===== config.mk =====
export PLATFORM = sky130hd
export DESIGN_NAME = efc_regs
export DESIGN_NICKNAME = d
export VERILOG_FILES = /design/src/efc_pkg.sv /design/src/efc_mode_decode.sv /design/src/efc_regs.sv
export SDC_FILE = /design/constraint.sdc
export NUM_CORES = 1
export LEC_CHECK = 0
export BUFFER_PORTS_ARGS = -buffer_cell sky130_fd_sc_hd__buf_2
export CORE_MARGIN = 4
export CORE_UTILIZATION = 54
export CTS_CLUSTER_SIZE = 20
export DETAILED_ROUTE_END_ITERATION = 10
export GPL_ROUTABILITY_DRIVEN = 0
export HOLD_SLACK_MARGIN = 0.06
export PLACE_DENSITY = 0.84
export REMOVE_ABC_BUFFERS = 1
export SLEW_MARGIN = 10
export SYNTH_ARGS = -nofsm -noshare
export SYNTH_HDL_FRONTEND = slang
export SYNTH_SLANG_ARGS = --single-unit

===== constraint.sdc =====
create_clock -name REF_CLK_I -period 5.5 [get_ports REF_CLK_I]
set_clock_uncertainty 0.1 [all_clocks]
set_input_delay 1.1 -clock REF_CLK_I [delete_from_list [all_inputs] [get_ports REF_CLK_I]]
set_output_delay 1.1 -clock REF_CLK_I [all_outputs]
set_load 0.03 [all_outputs]

===== src/efc_pkg.sv =====
// Package with register indices, field positions and reset values.
package efc_pkg;
    // ****************************************************************
    // Register indices
    // ****************************************************************
    localparam logic [31:0] FEATURE_CTRL_IDX = 32'hc0000080;
    localparam logic [31:0] SYS_CONFIG_IDX = 32'hc0010010;
    localparam logic [31:0] XCR_ZERO_IDX = 32'h00000000;
    // ****************************************************************
    // Feature control fields
    // ****************************************************************
    localparam int SCE_POS = 0;
    localparam int LME_POS = 8;
    localparam int LMA_POS = 10;
    localparam int NXE_POS = 11;
    localparam int VIRT_POS = 12;
    localparam int SLE_POS = 13;
    localparam int FSAVE_POS = 14;
    localparam int TCX_POS = 15;
    localparam logic [63:0] FEATURE_WR_MASK = 64'h000000000000f901;
    localparam logic [63:0] FEATURE_RESET = 64'h0000000000000000;
    // ****************************************************************
    // System configuration fields
    // ****************************************************************
    localparam int FIX_ATTR_POS = 18;
    localparam int ATTR_MOD_POS = 19;
    localparam int VAR_RANGE_POS = 20;
    localparam int SECOND_TOP_OF_MEMORY_ENABLE_EN_POS = 21;
    localparam int FWB_POS = 22;
    localparam logic [31:0] SYS_CONFIG_WR_MASK = 32'h007c0000;
    localparam logic [31:0] SYS_CONFIG_RESET = 32'h00000000;
    localparam logic [63:0] XCR_ZERO_RESET = 64'h0000000000000001;
    // ****************************************************************
    // Access state machine
    // ****************************************************************
    typedef enum logic [1:0]
    {
        EFC_IDLE = 2'b00,
        EFC_ANSWER = 2'b01,
        EFC_FAULT = 2'b11
    } efc_state_e;
endpackage


===== src/efc_mode_decode.sv =====
// Operating mode and feature gating decode from the control bits.
`timescale 1ns/1ps
module efc_mode_decode
(
    // Control state
    input wire logic lma_i,
    input wire logic code_long_i,
    input wire logic cpl_zero_i,
    input wire logic fsave_i,
    input wire logic sle_i,
    // Mode outputs
    output logic legacy_o,
    output logic mode64_o,
    output logic compat_o,
    output logic fast_save_o,
    output logic limit_chk_o
);
    always_comb
    begin
        legacy_o = !lma_i;
        mode64_o = lma_i && code_long_i;
        compat_o = lma_i && !code_long_i;
        fast_save_o = fsave_i && lma_i && code_long_i && cpl_zero_i;
        limit_chk_o = sle_i && lma_i && code_long_i;
    end
endmodule


===== src/efc_regs.sv =====
// Extended feature control register bank.
//
// Contract
// System-call extension bit set lets the fast system-call pair execute.
// Long-mode enable only arms; enabling paging later activates long mode.
// Long-mode active is set only when long-mode enable and paging both on.
// With long mode active, code-segment long flag picks 64-bit or compat.
// With long mode inactive, run as legacy 32-bit with 64-bit features off.
// Writing a long-mode active value unlike the hardware state faults.
// Software writes the control register read-modify-write keeping active.
// No-execute enable bit switches no-execute page protection on and off; the code keeps it off while long mode is inactive.
// Software should check feature flags before setting no-execute enable.
// Virtualisation enable clear makes virtualisation ops fault.
// Virtualisation enable bit resets to zero.
// Hypervisor keeps guests from writing the feature control register.
// Segment-limit enable adds limit checks in 64-bit mode.
// Fast-save skips vector registers for state save at level 0, 64-bit.
// Fast-save is inert elsewhere and never touches x87 or control word.
// Translation-cache extension clear: drop all cached upper entries.
// Translation-cache extension set: drop only upper entries on the path.
// Software sets translation-cache extension only if support is flagged.
// Only extended control register zero is defined; others are reserved.
// These registers are reached only by the privileged access commands.
// System configuration holds enables at bits 18 to 22, rest reserved.
// Fixed-range attribute enable turns fixed-range memory attributes on.
// Modify enable clear freezes attribute bits and makes them read zero.
// Variable-range enable turns top-of-memory and I/O range registers on.
// Second top-of-memory enable turns the second top register on.
`timescale 1ns/1ps
module efc_regs
(
    // Clock and reset
    input wire logic REF_CLK_I,
    input wire logic RESET_N_I,
    // Register access command
    input wire logic ACC_REQ_I,
    input wire logic ACC_WRITE_I,
    input wire logic ACC_XCR_I,
    input wire logic ACC_PRIV_I,
    input wire logic [31:0] ACC_INDEX_I,
    input wire logic [63:0] ACC_WDATA_I,
    // Register access answer
    output logic ACC_DONE_O,
    output logic ACC_GP_FAULT_O,
    output logic [63:0] ACC_RDATA_O,
    // Core state
    input wire logic PAGING_ON_I,
    input wire logic CODE_LONG_I,
    input wire logic CPL_ZERO_I,
    // Instruction checks
    input wire logic FAST_CALL_OP_I,
    input wire logic VIRT_OP_I,
    output logic UD_FAULT_O,
    // Attribute bit storage path
    input wire logic ATTR_WR_I,
    input wire logic [1:0] ATTR_WDATA_I,
    output logic [1:0] ATTR_RDATA_O,
    // Feature controls
    output logic FAST_CALL_EN_O,
    output logic NO_EXEC_EN_O,
    output logic LONG_MODE_ACTIVE_O,
    output logic LEGACY_MODE_O,
    output logic MODE64_O,
    output logic COMPAT_MODE_O,
    output logic LIMIT_CHECK_EN_O,
    output logic FAST_SAVE_SKIP_O,
    output logic INVAL_PATH_ONLY_O,
    // Memory attribute controls
    output logic FIX_ATTR_EN_O,
    output logic VAR_RANGE_EN_O,
    output logic SECOND_TOP_OF_MEMORY_ENABLE_EN_O,
    output logic FORCE_WB_O
);
    // ****************************************************************
    // State
    // ****************************************************************
    efc_pkg::efc_state_e state_q;
    efc_pkg::efc_state_e state_d;
    logic [63:0] feature_q;
    logic [31:0] sys_config_q;
    logic [63:0] xcr_zero_q;
    logic [1:0] attr_q;
    logic lma_q;
    logic [63:0] rdata_q;
    logic [63:0] rdata_d;
    logic ud_q;
    logic hit_feature;
    logic hit_sys;
    logic hit_xcr;
    logic bad_access;
    logic lma_wr_mismatch;
    logic wr_ok;
    logic legacy;
    logic mode64;
    logic compat;
    logic fast_save;
    logic limit_chk;

    // ****************************************************************
    // Decode
    // ****************************************************************
    function automatic logic index_hit(input logic [31:0] idx,
                                       input logic [31:0] ref_idx);
        index_hit = (idx == ref_idx);
    endfunction

    always_comb
    begin
        hit_feature = !ACC_XCR_I &&
                      index_hit(ACC_INDEX_I, efc_pkg::FEATURE_CTRL_IDX);
        hit_sys = !ACC_XCR_I &&
                  index_hit(ACC_INDEX_I, efc_pkg::SYS_CONFIG_IDX);
        hit_xcr = ACC_XCR_I &&
                  index_hit(ACC_INDEX_I, efc_pkg::XCR_ZERO_IDX);
        // Long-mode active tracks hardware; a written value must match it.
        lma_wr_mismatch = hit_feature && ACC_WRITE_I &&
                          (ACC_WDATA_I[efc_pkg::LMA_POS] != lma_q);
        bad_access = !ACC_PRIV_I ||
                     !(hit_feature || hit_sys || hit_xcr) ||
                     lma_wr_mismatch;
        // Writes land only on the taking edge, never while the answer stands.
        wr_ok = ACC_REQ_I && ACC_WRITE_I && !bad_access &&
                (state_q == efc_pkg::EFC_IDLE);
    end

    // ****************************************************************
    // Access sequencing
    // ****************************************************************
    // Requests that arrive while the answer stands are dropped, so a master
    // that holds its request through the answer is not taken twice.
    always_comb
    begin
        state_d = state_q;
        case (state_q)
            efc_pkg::EFC_IDLE:
            begin
                if (ACC_REQ_I)
                begin
                    if (bad_access)
                    begin
                        state_d = efc_pkg::EFC_FAULT;
                    end
                    else
                    begin
                        state_d = efc_pkg::EFC_ANSWER;
                    end
                end
            end
            efc_pkg::EFC_ANSWER:
            begin
                state_d = efc_pkg::EFC_IDLE;
            end
            efc_pkg::EFC_FAULT:
            begin
                state_d = efc_pkg::EFC_IDLE;
            end
            default:
            begin
                state_d = efc_pkg::EFC_IDLE;
            end
        endcase
    end

    always_ff @(posedge REF_CLK_I)
    begin
        if (!RESET_N_I)
        begin
            state_q <= efc_pkg::EFC_IDLE;
        end
        else
        begin
            state_q <= state_d;
        end
    end

    // ****************************************************************
    // Feature control register
    // ****************************************************************
    // Reserved bits never store, so reads of them return zero.
    // The active bit is not kept here; reads take it from the tracking flop.
    always_ff @(posedge REF_CLK_I)
    begin
        if (!RESET_N_I)
        begin
            feature_q <= efc_pkg::FEATURE_RESET;
        end
        else if (wr_ok && hit_feature)
        begin
            feature_q <= ACC_WDATA_I & efc_pkg::FEATURE_WR_MASK;
        end
    end

    // Activation waits for paging after the arm bit; leaving either
    // deactivates long mode on the next clock edge.
    always_ff @(posedge REF_CLK_I)
    begin
        if (!RESET_N_I)
        begin
            lma_q <= 1'b0;
        end
        else
        begin
            lma_q <= feature_q[efc_pkg::LME_POS] && PAGING_ON_I;
        end
    end

    // ****************************************************************
    // System configuration and extended control registers
    // ****************************************************************
    // Reserved system configuration bits never store and read as zero.
    always_ff @(posedge REF_CLK_I)
    begin
        if (!RESET_N_I)
        begin
            sys_config_q <= efc_pkg::SYS_CONFIG_RESET;
        end
        else if (wr_ok && hit_sys)
        begin
            sys_config_q <= ACC_WDATA_I[31:0] &
                            efc_pkg::SYS_CONFIG_WR_MASK;
        end
    end

    always_ff @(posedge REF_CLK_I)
    begin
        if (!RESET_N_I)
        begin
            xcr_zero_q <= efc_pkg::XCR_ZERO_RESET;
        end
        else if (wr_ok && hit_xcr)
        begin
            // Every bit of register zero is writable.
            xcr_zero_q <= ACC_WDATA_I;
        end
    end

    // The attribute bits live elsewhere in the memory-type logic; only
    // their gated copy is modelled here.
    always_ff @(posedge REF_CLK_I)
    begin
        if (!RESET_N_I)
        begin
            attr_q <= 2'h0;
        end
        else if (ATTR_WR_I && sys_config_q[efc_pkg::ATTR_MOD_POS])
        begin
            attr_q <= ATTR_WDATA_I;
        end
    end

    // ****************************************************************
    // Read data and answer
    // ****************************************************************
    // Read data is captured on the taking edge and then holds until the
    // next good read, so a slow master can still pick it up.
    always_comb
    begin
        rdata_d = rdata_q;
        if (ACC_REQ_I && !ACC_WRITE_I && !bad_access &&
            state_q == efc_pkg::EFC_IDLE)
        begin
            if (hit_feature)
            begin
                rdata_d = feature_q;
                rdata_d[efc_pkg::LMA_POS] = lma_q;
            end
            else if (hit_sys)
            begin
                rdata_d = {32'h00000000, sys_config_q};
            end
            else
            begin
                rdata_d = xcr_zero_q;
            end
        end
    end

    always_ff @(posedge REF_CLK_I)
    begin
        if (!RESET_N_I)
        begin
            rdata_q <= 64'h0000000000000000;
        end
        else
        begin
            rdata_q <= rdata_d;
        end
    end

    assign ACC_DONE_O = (state_q != efc_pkg::EFC_IDLE);
    assign ACC_GP_FAULT_O = (state_q == efc_pkg::EFC_FAULT);
    assign ACC_RDATA_O = rdata_q;

    // ****************************************************************
    // Instruction gating
    // ****************************************************************
    // The fault is registered so the core sees it one cycle after the
    // opcode strobe; a combinational path would reach deep into decode.
    always_ff @(posedge REF_CLK_I)
    begin
        if (!RESET_N_I)
        begin
            ud_q <= 1'b0;
        end
        else
        begin
            ud_q <= (VIRT_OP_I && !feature_q[efc_pkg::VIRT_POS]) ||
                    (FAST_CALL_OP_I && !feature_q[efc_pkg::SCE_POS]);
        end
    end

    assign UD_FAULT_O = ud_q;

    // ****************************************************************
    // Mode decode
    // ****************************************************************
    // The decode sits in its own block so other core logic can share it
    // without pulling in the register bank.
    efc_mode_decode efc_mode_decode_inst
    (
        .lma_i(lma_q),
        .code_long_i(CODE_LONG_I),
        .cpl_zero_i(CPL_ZERO_I),
        .fsave_i(feature_q[efc_pkg::FSAVE_POS]),
        .sle_i(feature_q[efc_pkg::SLE_POS]),
        .legacy_o(legacy),
        .mode64_o(mode64),
        .compat_o(compat),
        .fast_save_o(fast_save),
        .limit_chk_o(limit_chk)
    );

    assign FAST_CALL_EN_O = feature_q[efc_pkg::SCE_POS];
    assign NO_EXEC_EN_O = feature_q[efc_pkg::NXE_POS] && !legacy;
    assign LONG_MODE_ACTIVE_O = lma_q;
    assign LEGACY_MODE_O = legacy;
    assign MODE64_O = mode64;
    assign COMPAT_MODE_O = compat;
    assign LIMIT_CHECK_EN_O = limit_chk;
    // Skipping only the vector file leaves x87 and control word saved.
    assign FAST_SAVE_SKIP_O = fast_save;
    assign INVAL_PATH_ONLY_O = feature_q[efc_pkg::TCX_POS];
    assign FIX_ATTR_EN_O = sys_config_q[efc_pkg::FIX_ATTR_POS];
    assign VAR_RANGE_EN_O = sys_config_q[efc_pkg::VAR_RANGE_POS];
    assign SECOND_TOP_OF_MEMORY_ENABLE_EN_O = sys_config_q[efc_pkg::SECOND_TOP_OF_MEMORY_ENABLE_EN_POS];
    // Forcing write-back above four gigabytes only matters downstream, once
    // the second top-of-memory register is enabled as well.
    assign FORCE_WB_O = sys_config_q[efc_pkg::FWB_POS];
    assign ATTR_RDATA_O = sys_config_q[efc_pkg::ATTR_MOD_POS] ?
                          attr_q : 2'h0;
endmodule


Yosys cells after proc, flatten, opt, wreduce, memory -nomap -nowiden --
Index checks and enable logic that the tools add are counted.
Cells by class: add/subtract/negate cells 0, multiply operators 0, div/mod/pow operators 0, $lt $le $gt $ge 0, equal/unequal tests 4, shifts and indexed selects 0, multiplexer cells 4, bitwise logic cells 0, reduce and logical (&&, ||, !) cells 44
Operators by type and width (number):
- 2-to-1 mux 64 bit | 2
- equality test 32 bit (second input constant) | 2
- zero test 32 bit | 1
- logical AND 1 bit | 26
- zero test 1 bit | 9
- logical OR 1 bit | 5
- 2-to-1 mux 2 bit | 2
- equality test 2 bit (second input constant) | 1
- zero test 2 bit | 1
- AND reduction 2 bit | 1
- nonzero test 2 bit | 1
- != test 1 bit | 1
Storage, ports and cells: register bits 146, latch bits 0, bits in writable memories 0, memory bits (read-only) 0, bits of input ports 110, output and inout port bits 82, memories kept 0

Logic depth before layout (Yosys ltp) --
Gate-level depths: netlist of run 1.
word-level depth 11, depth in mapped cells 7, depth with buffers taken out 5

By module --
Synthesis of run 1 repeated with hierarchy kept, for this count alone.
Unflattened totals: cells, all modules 675, area, all modules 5840.6 sq um
By module, submodules not included:
- efc_regs | times used 1, cells each 670, area each 5806.8 sq um
- efc_mode_decode | times used 1, cells each 5, area each 33.8 sq um

Worst setup path before layout of run 1 --
OpenSTA, ideal clock, no wires.
kind input -> output, start point input CODE_LONG_I, end point output FAST_SAVE_SKIP_O, arrival time 1.779 ns, path slack 2.521 ns, stages on the path 2, path buffers 0, cell sequence and2_1 and3_1
Between the ends: cells in the longest elaborated chain, start to end 2
RTL lines:
- start: declaration | line efc_regs.sv:48 | input wire logic CODE_LONG_I,
- logical AND 1 bit (2 in series) | line efc_mode_decode.sv:23 | fast_save_o = fsave_i && lma_i && code_long_i && cpl_zero_i;
- end: declaration | line efc_regs.sv:66 | output logic FAST_SAVE_SKIP_O,
No other way between the ends.

Worst setup path after layout of run 1 --
start point input ACC_INDEX_I[7], end point register rdata_q[31] (netlist: ACC_RDATA_O[31])
Between the ends: cells in the longest elaborated chain, start to end 10, elaborated cells on any way between the ends 18, those cells by class 2 x eq/ne; 2 x mux; 14 x reduce/logical
RTL lines:
- start: declaration | line efc_regs.sv:40 | input wire logic [31:0] ACC_INDEX_I,
- equality test 32 bit | line efc_regs.sv:104 | index_hit = (idx == ref_idx);
- logical AND 1 bit (on tied branches) | line efc_regs.sv:109, efc_regs.sv:111
- logical OR 1 bit (2 in series) | line efc_regs.sv:119 | !(hit_feature || hit_sys || hit_xcr) ||
- zero test 1 bit | line efc_regs.sv:119
- logical OR 1 bit | line efc_regs.sv:118 | bad_access = !ACC_PRIV_I ||
- logical OR 1 bit | line efc_regs.sv:119
- zero test 1 bit | line efc_regs.sv:259 | if (ACC_REQ_I && !ACC_WRITE_I && !bad_access &&
- logical AND 1 bit (2 in series) | line efc_regs.sv:259
- end signal: assignment | line efc_regs.sv:286 | rdata_q <= rdata_d;
- end: declaration | line efc_regs.sv:84 | logic [63:0] rdata_q;
Parallel ways exist; a longest one is shown, timed or not. A chain may end at the register's enable or synchronous reset.

==> flow_summary.ini, run 1 <==
[global_route]
grtUsageMet1_pct = 29.3
use_met2_pct = 41.7
grt_max_degree = 103
grt_pass1_wl_um = 24900
grtUsageTotal_pct = 24.1
met3_usage_pct = 6.47
overflow = 0
busiest_layer = met2
antenna_found_initial = 0
grt_pass1_vias = 5212

[setup_path]
required_ns = 5.81
startpoint = ACC_INDEX_I[7]
rr_startpoint = state_q[1]$_SDFFE_PN0P_
start_kind = input pin
worstSetupEndpointType = flop
worst-setup-path-type = input pin to flop
cp.arrival_ns = 3.56
path_max_fanout = 102

[placement]
hpwl_um = 10300
port_buffers = 191

[final_layout]
antenna_cells = 0
drive_above_1_share_pct = 31.2
register_area_mm2 = 0.00292
utilization_pct = 70.8
final_nets = 953
num-fill-cells = 825
syn2layout_area_growth_pct = 26.6
multi_input_area_mm2 = 0.00269

[clock_network]
cts_buffers = 17
cts_resized = 0
clk_latency_ns = 0.52
cts_tree = yes
clock-root-buffer = clkbuf_8
cts_sinks = 146
cts_setup_buffers = 0
clk_pin_slew_worst_paths_ns = 0.06
cts_max_level = 4
holdBufCountCts = 0
cts_buffer_depth = 2

[sta]
tightestPinTransition_ns = 1.26
setup_viol = 0
max_freq_mhz = 307
timing.final.crit_share_pct = 59.1
final_max_slew_viol_count = 0
period_needed_ns = 3.25
hold_viol_final = 0
rsz0062_at_grt = no
slew_headroom_pct = 15.6

[synthesis]
synth_cell_types = 41
synth_common_cells = 180 x nand2_1, 146 x dfxtp_1, 78 x nor2_1
yosysMostFrequentCell = nand2_1
ys.flop_type = dfxtp_1
avgSynthCellArea_um2 = 8.67
yosysWarningCount = 0
syn-cell-area_mm2 = 0.00585
synthTopCellsByArea = dfxtp_1 50%, nand2_1 12%, a31o_1 7.6%
seq_area_frac_synth_pct = 49.9
synth_cells = 675
synth_async_sr_flop_share_pct = 0
yosysTopAreaCell = dfxtp_1
netlist.area_leader.share_pct = 49.9
synth_edf_count = 0
ys_ff_latch = 146

[run_status]
status = complete, no violations

[routing]
wirelength_um = 15900
dr.pass1.iters = 5
drt.antenna.violating_nets = 0
via_per_inst = 5.53
detail_route.drc_violations = 0
first_iter_violations = 523
wl_per_cell_um = 16.1
vias = 5490

[power]
p_per_area_mw_per_mm2 = 315
vdd.ir_drop.worst_mv = 0.181
p_total_mw = 2.33
leakagePower_nw = 3.14

[floorplan]
die_w_um = 112
fp.dieH_um = 112
ios = 192
coreArea_mm2 = 0.0105
start_util_pct = 55.9
row_count = 37
die_area_mm2 = 0.0126

[hold_path]
min_from = xcr_zero_q[33]$_SDFFE_PN0P_
worstHoldPathType = flop to flop

[flow_run]
maxCapViolations = 0
## final timing paths
check | to | slack (ns) | depth (start not counted)
max | ACC_RDATA_O[31]$_SDFFE_PN0P_ | 2.25 | 7
min | xcr_zero_q[33]$_SDFFE_PN0P_ | 0.36 | 2
max reg2reg | ACC_RDATA_O[31]$_SDFFE_PN0P_ | 2.88 | 6
min reg2reg | xcr_zero_q[33]$_SDFFE_PN0P_ | 0.36 | 2
## sequential cells by signal, indices dropped and copies added (netlist names)
register / count
xcr_zero_q: 64
attr_q: 2
state_q: 2
sys_config_q: 5
ACC_RDATA_O: 64
feature_q: 7
UD_FAULT_O: 1
LONG_MODE_ACTIVE_O: 1
## power breakdown
part           switching, mW  internal [mW]  leakage (nW)  total, mW
clock                  0.456          0.723         0.292       1.18
sequential          0.000780           1.06          1.18       1.06
combinational         0.0579         0.0369          1.67     0.0949
## worst max-delay path: stages
cell and delay [ns]:
buf_2 0.12, nor4b_1 0.41, nand2_1 0.32, a2111oi_4 0.36, buf_4 0.83, nor2_1 0.16, a31o_1 0.24
## cells by family after synthesis
kind of cell / after synthesis / synth area share [%]
buffers and inverters: 51 / 4.53
AO/OA/AOI/OAI: 148 / 18.0
XOR/XNOR: 1 / 0.150
AND/OR/NAND/NOR: 317 / 25.3
flip-flops: 146 / 49.9
multiplexers: 12 / 2.05
## stage by stage
stage	cells	hold slack, ns	setup TNS [ns]	instance area [um^2]	setup WS, ns
final	992	0.357	0	7410	2.25
after global routing	992	0.374	0	7410	2.16
after CTS	992	0.356	0	7410	2.17
after detailed placement	960	0.347	0	6790	1.62
after global placement	960	0.339	0	6790	1.70
after floorplan	627	0.332	-78.25	5600	-1.54
## cells in the final DEF, fill, tap and decap left out, drive strengths merged
| cell | n |
|---|---|
| a22oi | 8 |
| nand3 | 10 |
| nor3b | 3 |
| a211oi | 8 |
| bufinv | 3 |
| or4 | 1 |
| clkinvlp | 3 |
| nand4 | 6 |
| a21oi | 66 |
| inv | 6 |
| o21ai | 6 |
| a21boi | 1 |
| nand2b | 2 |
| nand2 | 190 |
| a31o | 51 |
| and3b | 2 |
| nor2 | 78 |
| clkbuf | 19 |
| buf | 197 |
| and3 | 3 |
| nor4 | 8 |
| and2 | 7 |
| or2 | 1 |
| nor3 | 3 |
| a2111oi | 2 |
| nor4b | 1 |
| mux2i | 12 |
| clkinv | 4 |
| dfxtp | 146 |
| o311ai | 1 |
| a31oi | 5 |
| xnor2 | 1 |
| and4 | 2 |
## final cells by class
type                    count  share of cell area [%]
clock inverters            13                    2.35
flip-flops and latches    146                    39.4
well taps                 136                    2.30
clock buffers              19                    5.96
inverters                   3                   0.169
repair buffers            197                    13.5
multi-input cells         478                    36.3
## layer usage
layer | vias to the layer above | wire, um
met1 | 2576 | 6450
met2 | 253 | 8000
li1 | 2641 | -
met3 | 20 | 1310
met4 | 0 | 164
met5 | - | 0
Power figures use the tool's default switching activity.
==> run 2: changes to the inputs <==
Settings changed: CORE_UTILIZATION 54 to 46, PLACE_DENSITY 0.84 to 0.77.
Clock period 5.5 ns to 2.88 ns, I/O delays scaled along.
==> flow_summary.ini, run 2 (synthesis gave the netlist of run 1 again) <==
[power]
power_frac_clock_pct = 48.9
p_total_mw = 4.31
p_sw_mw = 0.915
power_frac_seq_pct = 46.9
leakagePower_nw = 3.22
vdd.ir_drop.worst_mv = 0.401
comb_power_share_pct = 4.2
p_per_area_mw_per_mm2 = 568
p_sw_share_pct = 21.2
internal-power_mw = 3.40

[flow_run]
maxCapViolations = 0

[sta]
whs_ns = 0.294
setup_viol = 0
rsz0062_at_grt = no
slew_headroom_pct = 57.7
final_max_slew_viol_count = 0
period_needed_ns = 2.30
max_freq_mhz = 435
fin_tns_setup_ns = 0
timing.final.crit_share_pct = 79.7
hold_viol_final = 0
tightestPinTransition_ns = 0.634

[final_layout]
final_cell_mix = 191 x buf_2, 180 x nand2_1, 146 x dfxtp_1
register_area_mm2 = 0.00292
num-fill-cells = 1093
syn2layout_area_growth_pct = 29.7
final_nets = 967
drive_above_1_share_pct = 32.1
multi_input_area_mm2 = 0.00269
antenna_cells = 0
utilization_pct = 62.2
final_common_cell = buf_2

[hold_path]
min_from = PAGING_ON_I
min_to = LONG_MODE_ACTIVE_O$_SDFF_PN0_
hold_depth = 2
worstHoldPathType = input pin to flop

[routing]
detail_route.drc_violations = 0
drt.antenna.violating_nets = 0
dr.pass1.iters = 4
wirelength_um = 14900
via_per_inst = 5.06
first_iter_violations = 348
wl_per_cell_um = 14.4
vias = 5254

[setup_path]
rr_startpoint = state_q[1]$_SDFFE_PN0P_
worstSetupEndpointType = flop
crit_buf_inv = 2
path_max_fanout = 37
ff2ff_setup_slack_ns = 0.67
cp.arrival_ns = 2.48
cp_top_family = simple AND/OR/NAND/NOR gates
worst-setup-path-type = input pin to flop
required_ns = 3.06
r2r_cells = 6
start_kind = input pin
path_cells = buf_2 -> nor4_4 -> nand4_2 -> or4_2 -> buf_4 -> nand2_1 -> a21oi_2
cpMaxStageDelayCell = or4_2
r2r_end = xcr_zero_q[18]$_SDFFE_PN0P_
cp_slowest_stage_delay_ns = 0.68

[global_route]
antenna_found_initial = 0
grt_pass1_wl_um = 23800
grt_max_degree = 60
grtUsageTotal_pct = 20.2
grt_pass1_vias = 4910
overflow = 0

[clock_network]
clk_latency_ns = 0.41
holdBufCountCts = 0
cts_setup_buffers = 0
clock-root-buffer = clkbuf_16
clk_pin_slew_worst_paths_ns = 0.06
cts_max_level = 4
cts_resized = 0
cts_sinks = 146
cts_buffer_depth = 2
cts_tree = yes
cts_buffers = 17

[floorplan]
die_w_um = 121
start_util_pct = 47.9
coreArea_mm2 = 0.0122
ios = 192
fp.dieH_um = 121
row_count = 40
die_area_mm2 = 0.0146

[run_status]
status = complete, no violations

[placement]
hpwl_um = 10100
port_buffers = 191
-- run 2: routing by layer --
layer | track usage (%) | vias to the layer above | wire [um]
met5 | 0 | - | 0
met3 | 5.52 | 14 | 1190
li1 | - | 2671 | -
met1 | 26.5 | 2381 | 6600
met2 | 32.4 | 188 | 6940
met4 | 6.44 | 0 | 201
-- run 2: worst max-delay path by stage --
stage / startpoint / end / slack, ns / depth (start not counted)
after floorplan: ACC_INDEX_I[4] / ACC_RDATA_O[16]$_SDFFE_PN0P_ / -3.63 / 5
after global placement: ACC_INDEX_I[27] / xcr_zero_q[23]$_SDFFE_PN0P_ / 0.21 / 7
after detailed placement: ACC_INDEX_I[27] / xcr_zero_q[20]$_SDFFE_PN0P_ / 0.17 / 7
after CTS: ACC_INDEX_I[27] / xcr_zero_q[18]$_SDFFE_PN0P_ / 0.61 / 7
after global routing: ACC_INDEX_I[27] / ACC_RDATA_O[2]$_SDFFE_PN0P_ / 0.50 / 8
final: ACC_INDEX_I[27] / xcr_zero_q[18]$_SDFFE_PN0P_ / 0.58 / 7
-- run 2: cell type report --
type                       count  share of cell area (%)
clock buffer                  24                    6.61
multi-input combinational    478                    35.4
sequential                   146                    38.5
clock inverter                 8                    1.01
tap                          168                    2.77
timing repair buffer         211                    15.6
inverter                       3                   0.165
-- run 2: worst reg2reg max path: stages, from the launching register on --
cell	delay (ns)
dfxtp_1	0.32
nor3b_2	0.38
nand3_1	0.15
or4_2	0.64
buf_4	0.28
nand2_1	0.16
a21oi_2	0.07
-- run 2: per-stage QoR --
step | instance area [um^2] | cells | setup slack, ns
after CTS | 7590 | 1038 | 0.613
after global routing | 7590 | 1038 | 0.496
after floorplan | 5600 | 627 | -3.63
final | 7590 | 1038 | 0.584
after detailed placement | 7010 | 1006 | 0.175
after global placement | 7010 | 1006 | 0.212
-- run 2: power groups by stage --
stage | registers [mW] | logic (mW) | clock network (mW)
4_1_cts | 2.02 | 0.183 | 2.15
5_1_grt | 2.02 | 0.199 | 2.25
3_3_place_gp | 2.07 | 0.182 | 0
6_report | 2.02 | 0.182 | 2.11
2_1_floorplan | 2.07 | 0.0494 | 0
3_5_place_dp | 2.07 | 0.183 | 0
==> run 3: changes to the inputs <==
Clock period 2.88 ns to 2 ns, I/O delays scaled along.
==> flow_summary.ini, run 3 (synthesis gave the netlist of run 1 again) <==
[run_status]
status = complete, no violations

[placement]
placedCellCount = 1034
port_buffers = 191
hpwl_um = 10900

[global_route]
grtUsageTotal_pct = 21.7
antenna_found_initial = 1
grt_pass1_wl_um = 25200
overflow = 0
grt_pass1_vias = 5217
grt_max_degree = 58

[hold_path]
worstHoldPathType = input pin to flop

[sta]
fin_tns_setup_ns = 0
setup_viol = 0
timing.final.crit_share_pct = 99.8
final_max_slew_viol_count = 0
rsz0062_at_grt = yes
hold_viol_final = 0
max_freq_mhz = 501
slew_headroom_pct = 64.0
tightestPinTransition_ns = 0.533
period_needed_ns = 2.00

[final_layout]
final_nets = 1008
syn2layout_area_growth_pct = 40.8
stdcell_count = 1079
drive_above_1_share_pct = 38.1
antenna_cells = 0
final_cell_mix = 191 x buf_2, 162 x nand2_1, 145 x dfxtp_1
final_common_cell = buf_2

[clock_network]
cts_buffers = 17
clk_latency_ns = 0.42
cts_buffer_depth = 2
cts_tree = yes
holdBufCountCts = 0
cts_max_level = 4
clk_pin_slew_worst_paths_ns = 0.06
cts_sinks = 146
clock-root-buffer = clkbuf_16

[setup_path]
cp.arrival_ns = 2.19
worst-setup-path-type = flop to flop
required_ns = 2.19
path_max_fanout = 10
worstSetupEndpointType = flop
start_kind = flop

[power]
internal-power_mw = 5.10
power_frac_seq_pct = 45.3
p_sw_share_pct = 20.9
comb_power_share_pct = 4.7
vdd.ir_drop.worst_mv = 0.459
p_total_mw = 6.44
p_sw_mw = 1.34
p_per_area_mw_per_mm2 = 782
leakagePower_nw = 3.54
power_frac_clock_pct = 50.1

[routing]
vias = 5654
via_per_inst = 5.24
first_iter_violations = 522
dr.pass1.iters = 5
wirelength_um = 17400
detail_route.drc_violations = 0
drt.antenna.violating_nets = 0
wl_per_cell_um = 16.1

[floorplan]
coreArea_mm2 = 0.0122
fp.dieH_um = 121
die_w_um = 121
start_util_pct = 47.9
die_area_mm2 = 0.0146
ios = 192
row_count = 40

[flow_run]
maxCapViolations = 0
-- run 3: stage by stage --
step	worst slack [ns]	instance area [um^2]	hold slack, ns	util [%]
after global routing	-0.0604	8240	0.101	67.5
after floorplan	-4.34	5600	0.332	-
after global placement	-0.449	7270	0.339	59.6
final	0.00440	8240	0.111	67.5
after detailed placement	-0.457	7270	0.344	59.6
after CTS	0.0173	7920	0.0914	64.8
-- run 3: path summary, 6_finish.rpt --
path / slack, ns / from / cells after the start / to
min reg2reg: 0.35 / attr_q[1]$_SDFFE_PN0P_ / 2 / attr_q[1]$_SDFFE_PN0P_
max: 0.004 / state_q[1]$_SDFFE_PN0P_ / 7 / xcr_zero_q[19]$_SDFFE_PN0P_
max reg2reg: 0.004 / state_q[1]$_SDFFE_PN0P_ / 7 / xcr_zero_q[19]$_SDFFE_PN0P_
min: 0.11 / PAGING_ON_I / 2 / LONG_MODE_ACTIVE_O$_SDFF_PN0_
-- run 3: cell type report --
class,count,area [um^2]
clock buffers,22,474
clock inverters,10,131
fillers,1002,3970
inverters,3,12.5
multi-input cells,478,2780
flip-flops and latches,146,2920
well taps,168,210
repair buffers,252,1710
-- run 3: power by group through the flow --
stage	Sequential, mW	Combinational [mW]	Clock (mW)
floorplan	2.98	0.0711	0
global placement	2.98	0.292	0
detailed placement	2.98	0.297	0
CTS	2.91	0.297	3.27
global route	2.91	0.325	3.41
finish	2.91	0.300	3.23
-- run 3: timing repair --
| action | CTS | global route |
|---|---|---|
| endpoints found under the setup margin | 64 | 119 |
| gates resized for setup | 4 | 38 |
| pin swaps | 2 | 5 |
| buffers inserted | 0 | 4 |
| gates cloned | 1 | 8 |
-- run 3: critical path: stages, from the launching register on --
cell	delay, ns
dfxtp_2	0.32
nor3b_2	0.16
buf_4	0.16
nand3_2	0.10
or4_4	0.66
clkbuf_16	0.23
nand2_1	0.08
a21oi_2	0.05
-- run 3: routing by layer --
layer	vias to the layer above	routed length (um)	GRT usage (%)
met4	2	229	7.22
li1	2746	-	-
met1	2617	7210	27.3
met5	-	13	0
met3	27	1600	7.30
met2	262	8320	35.0
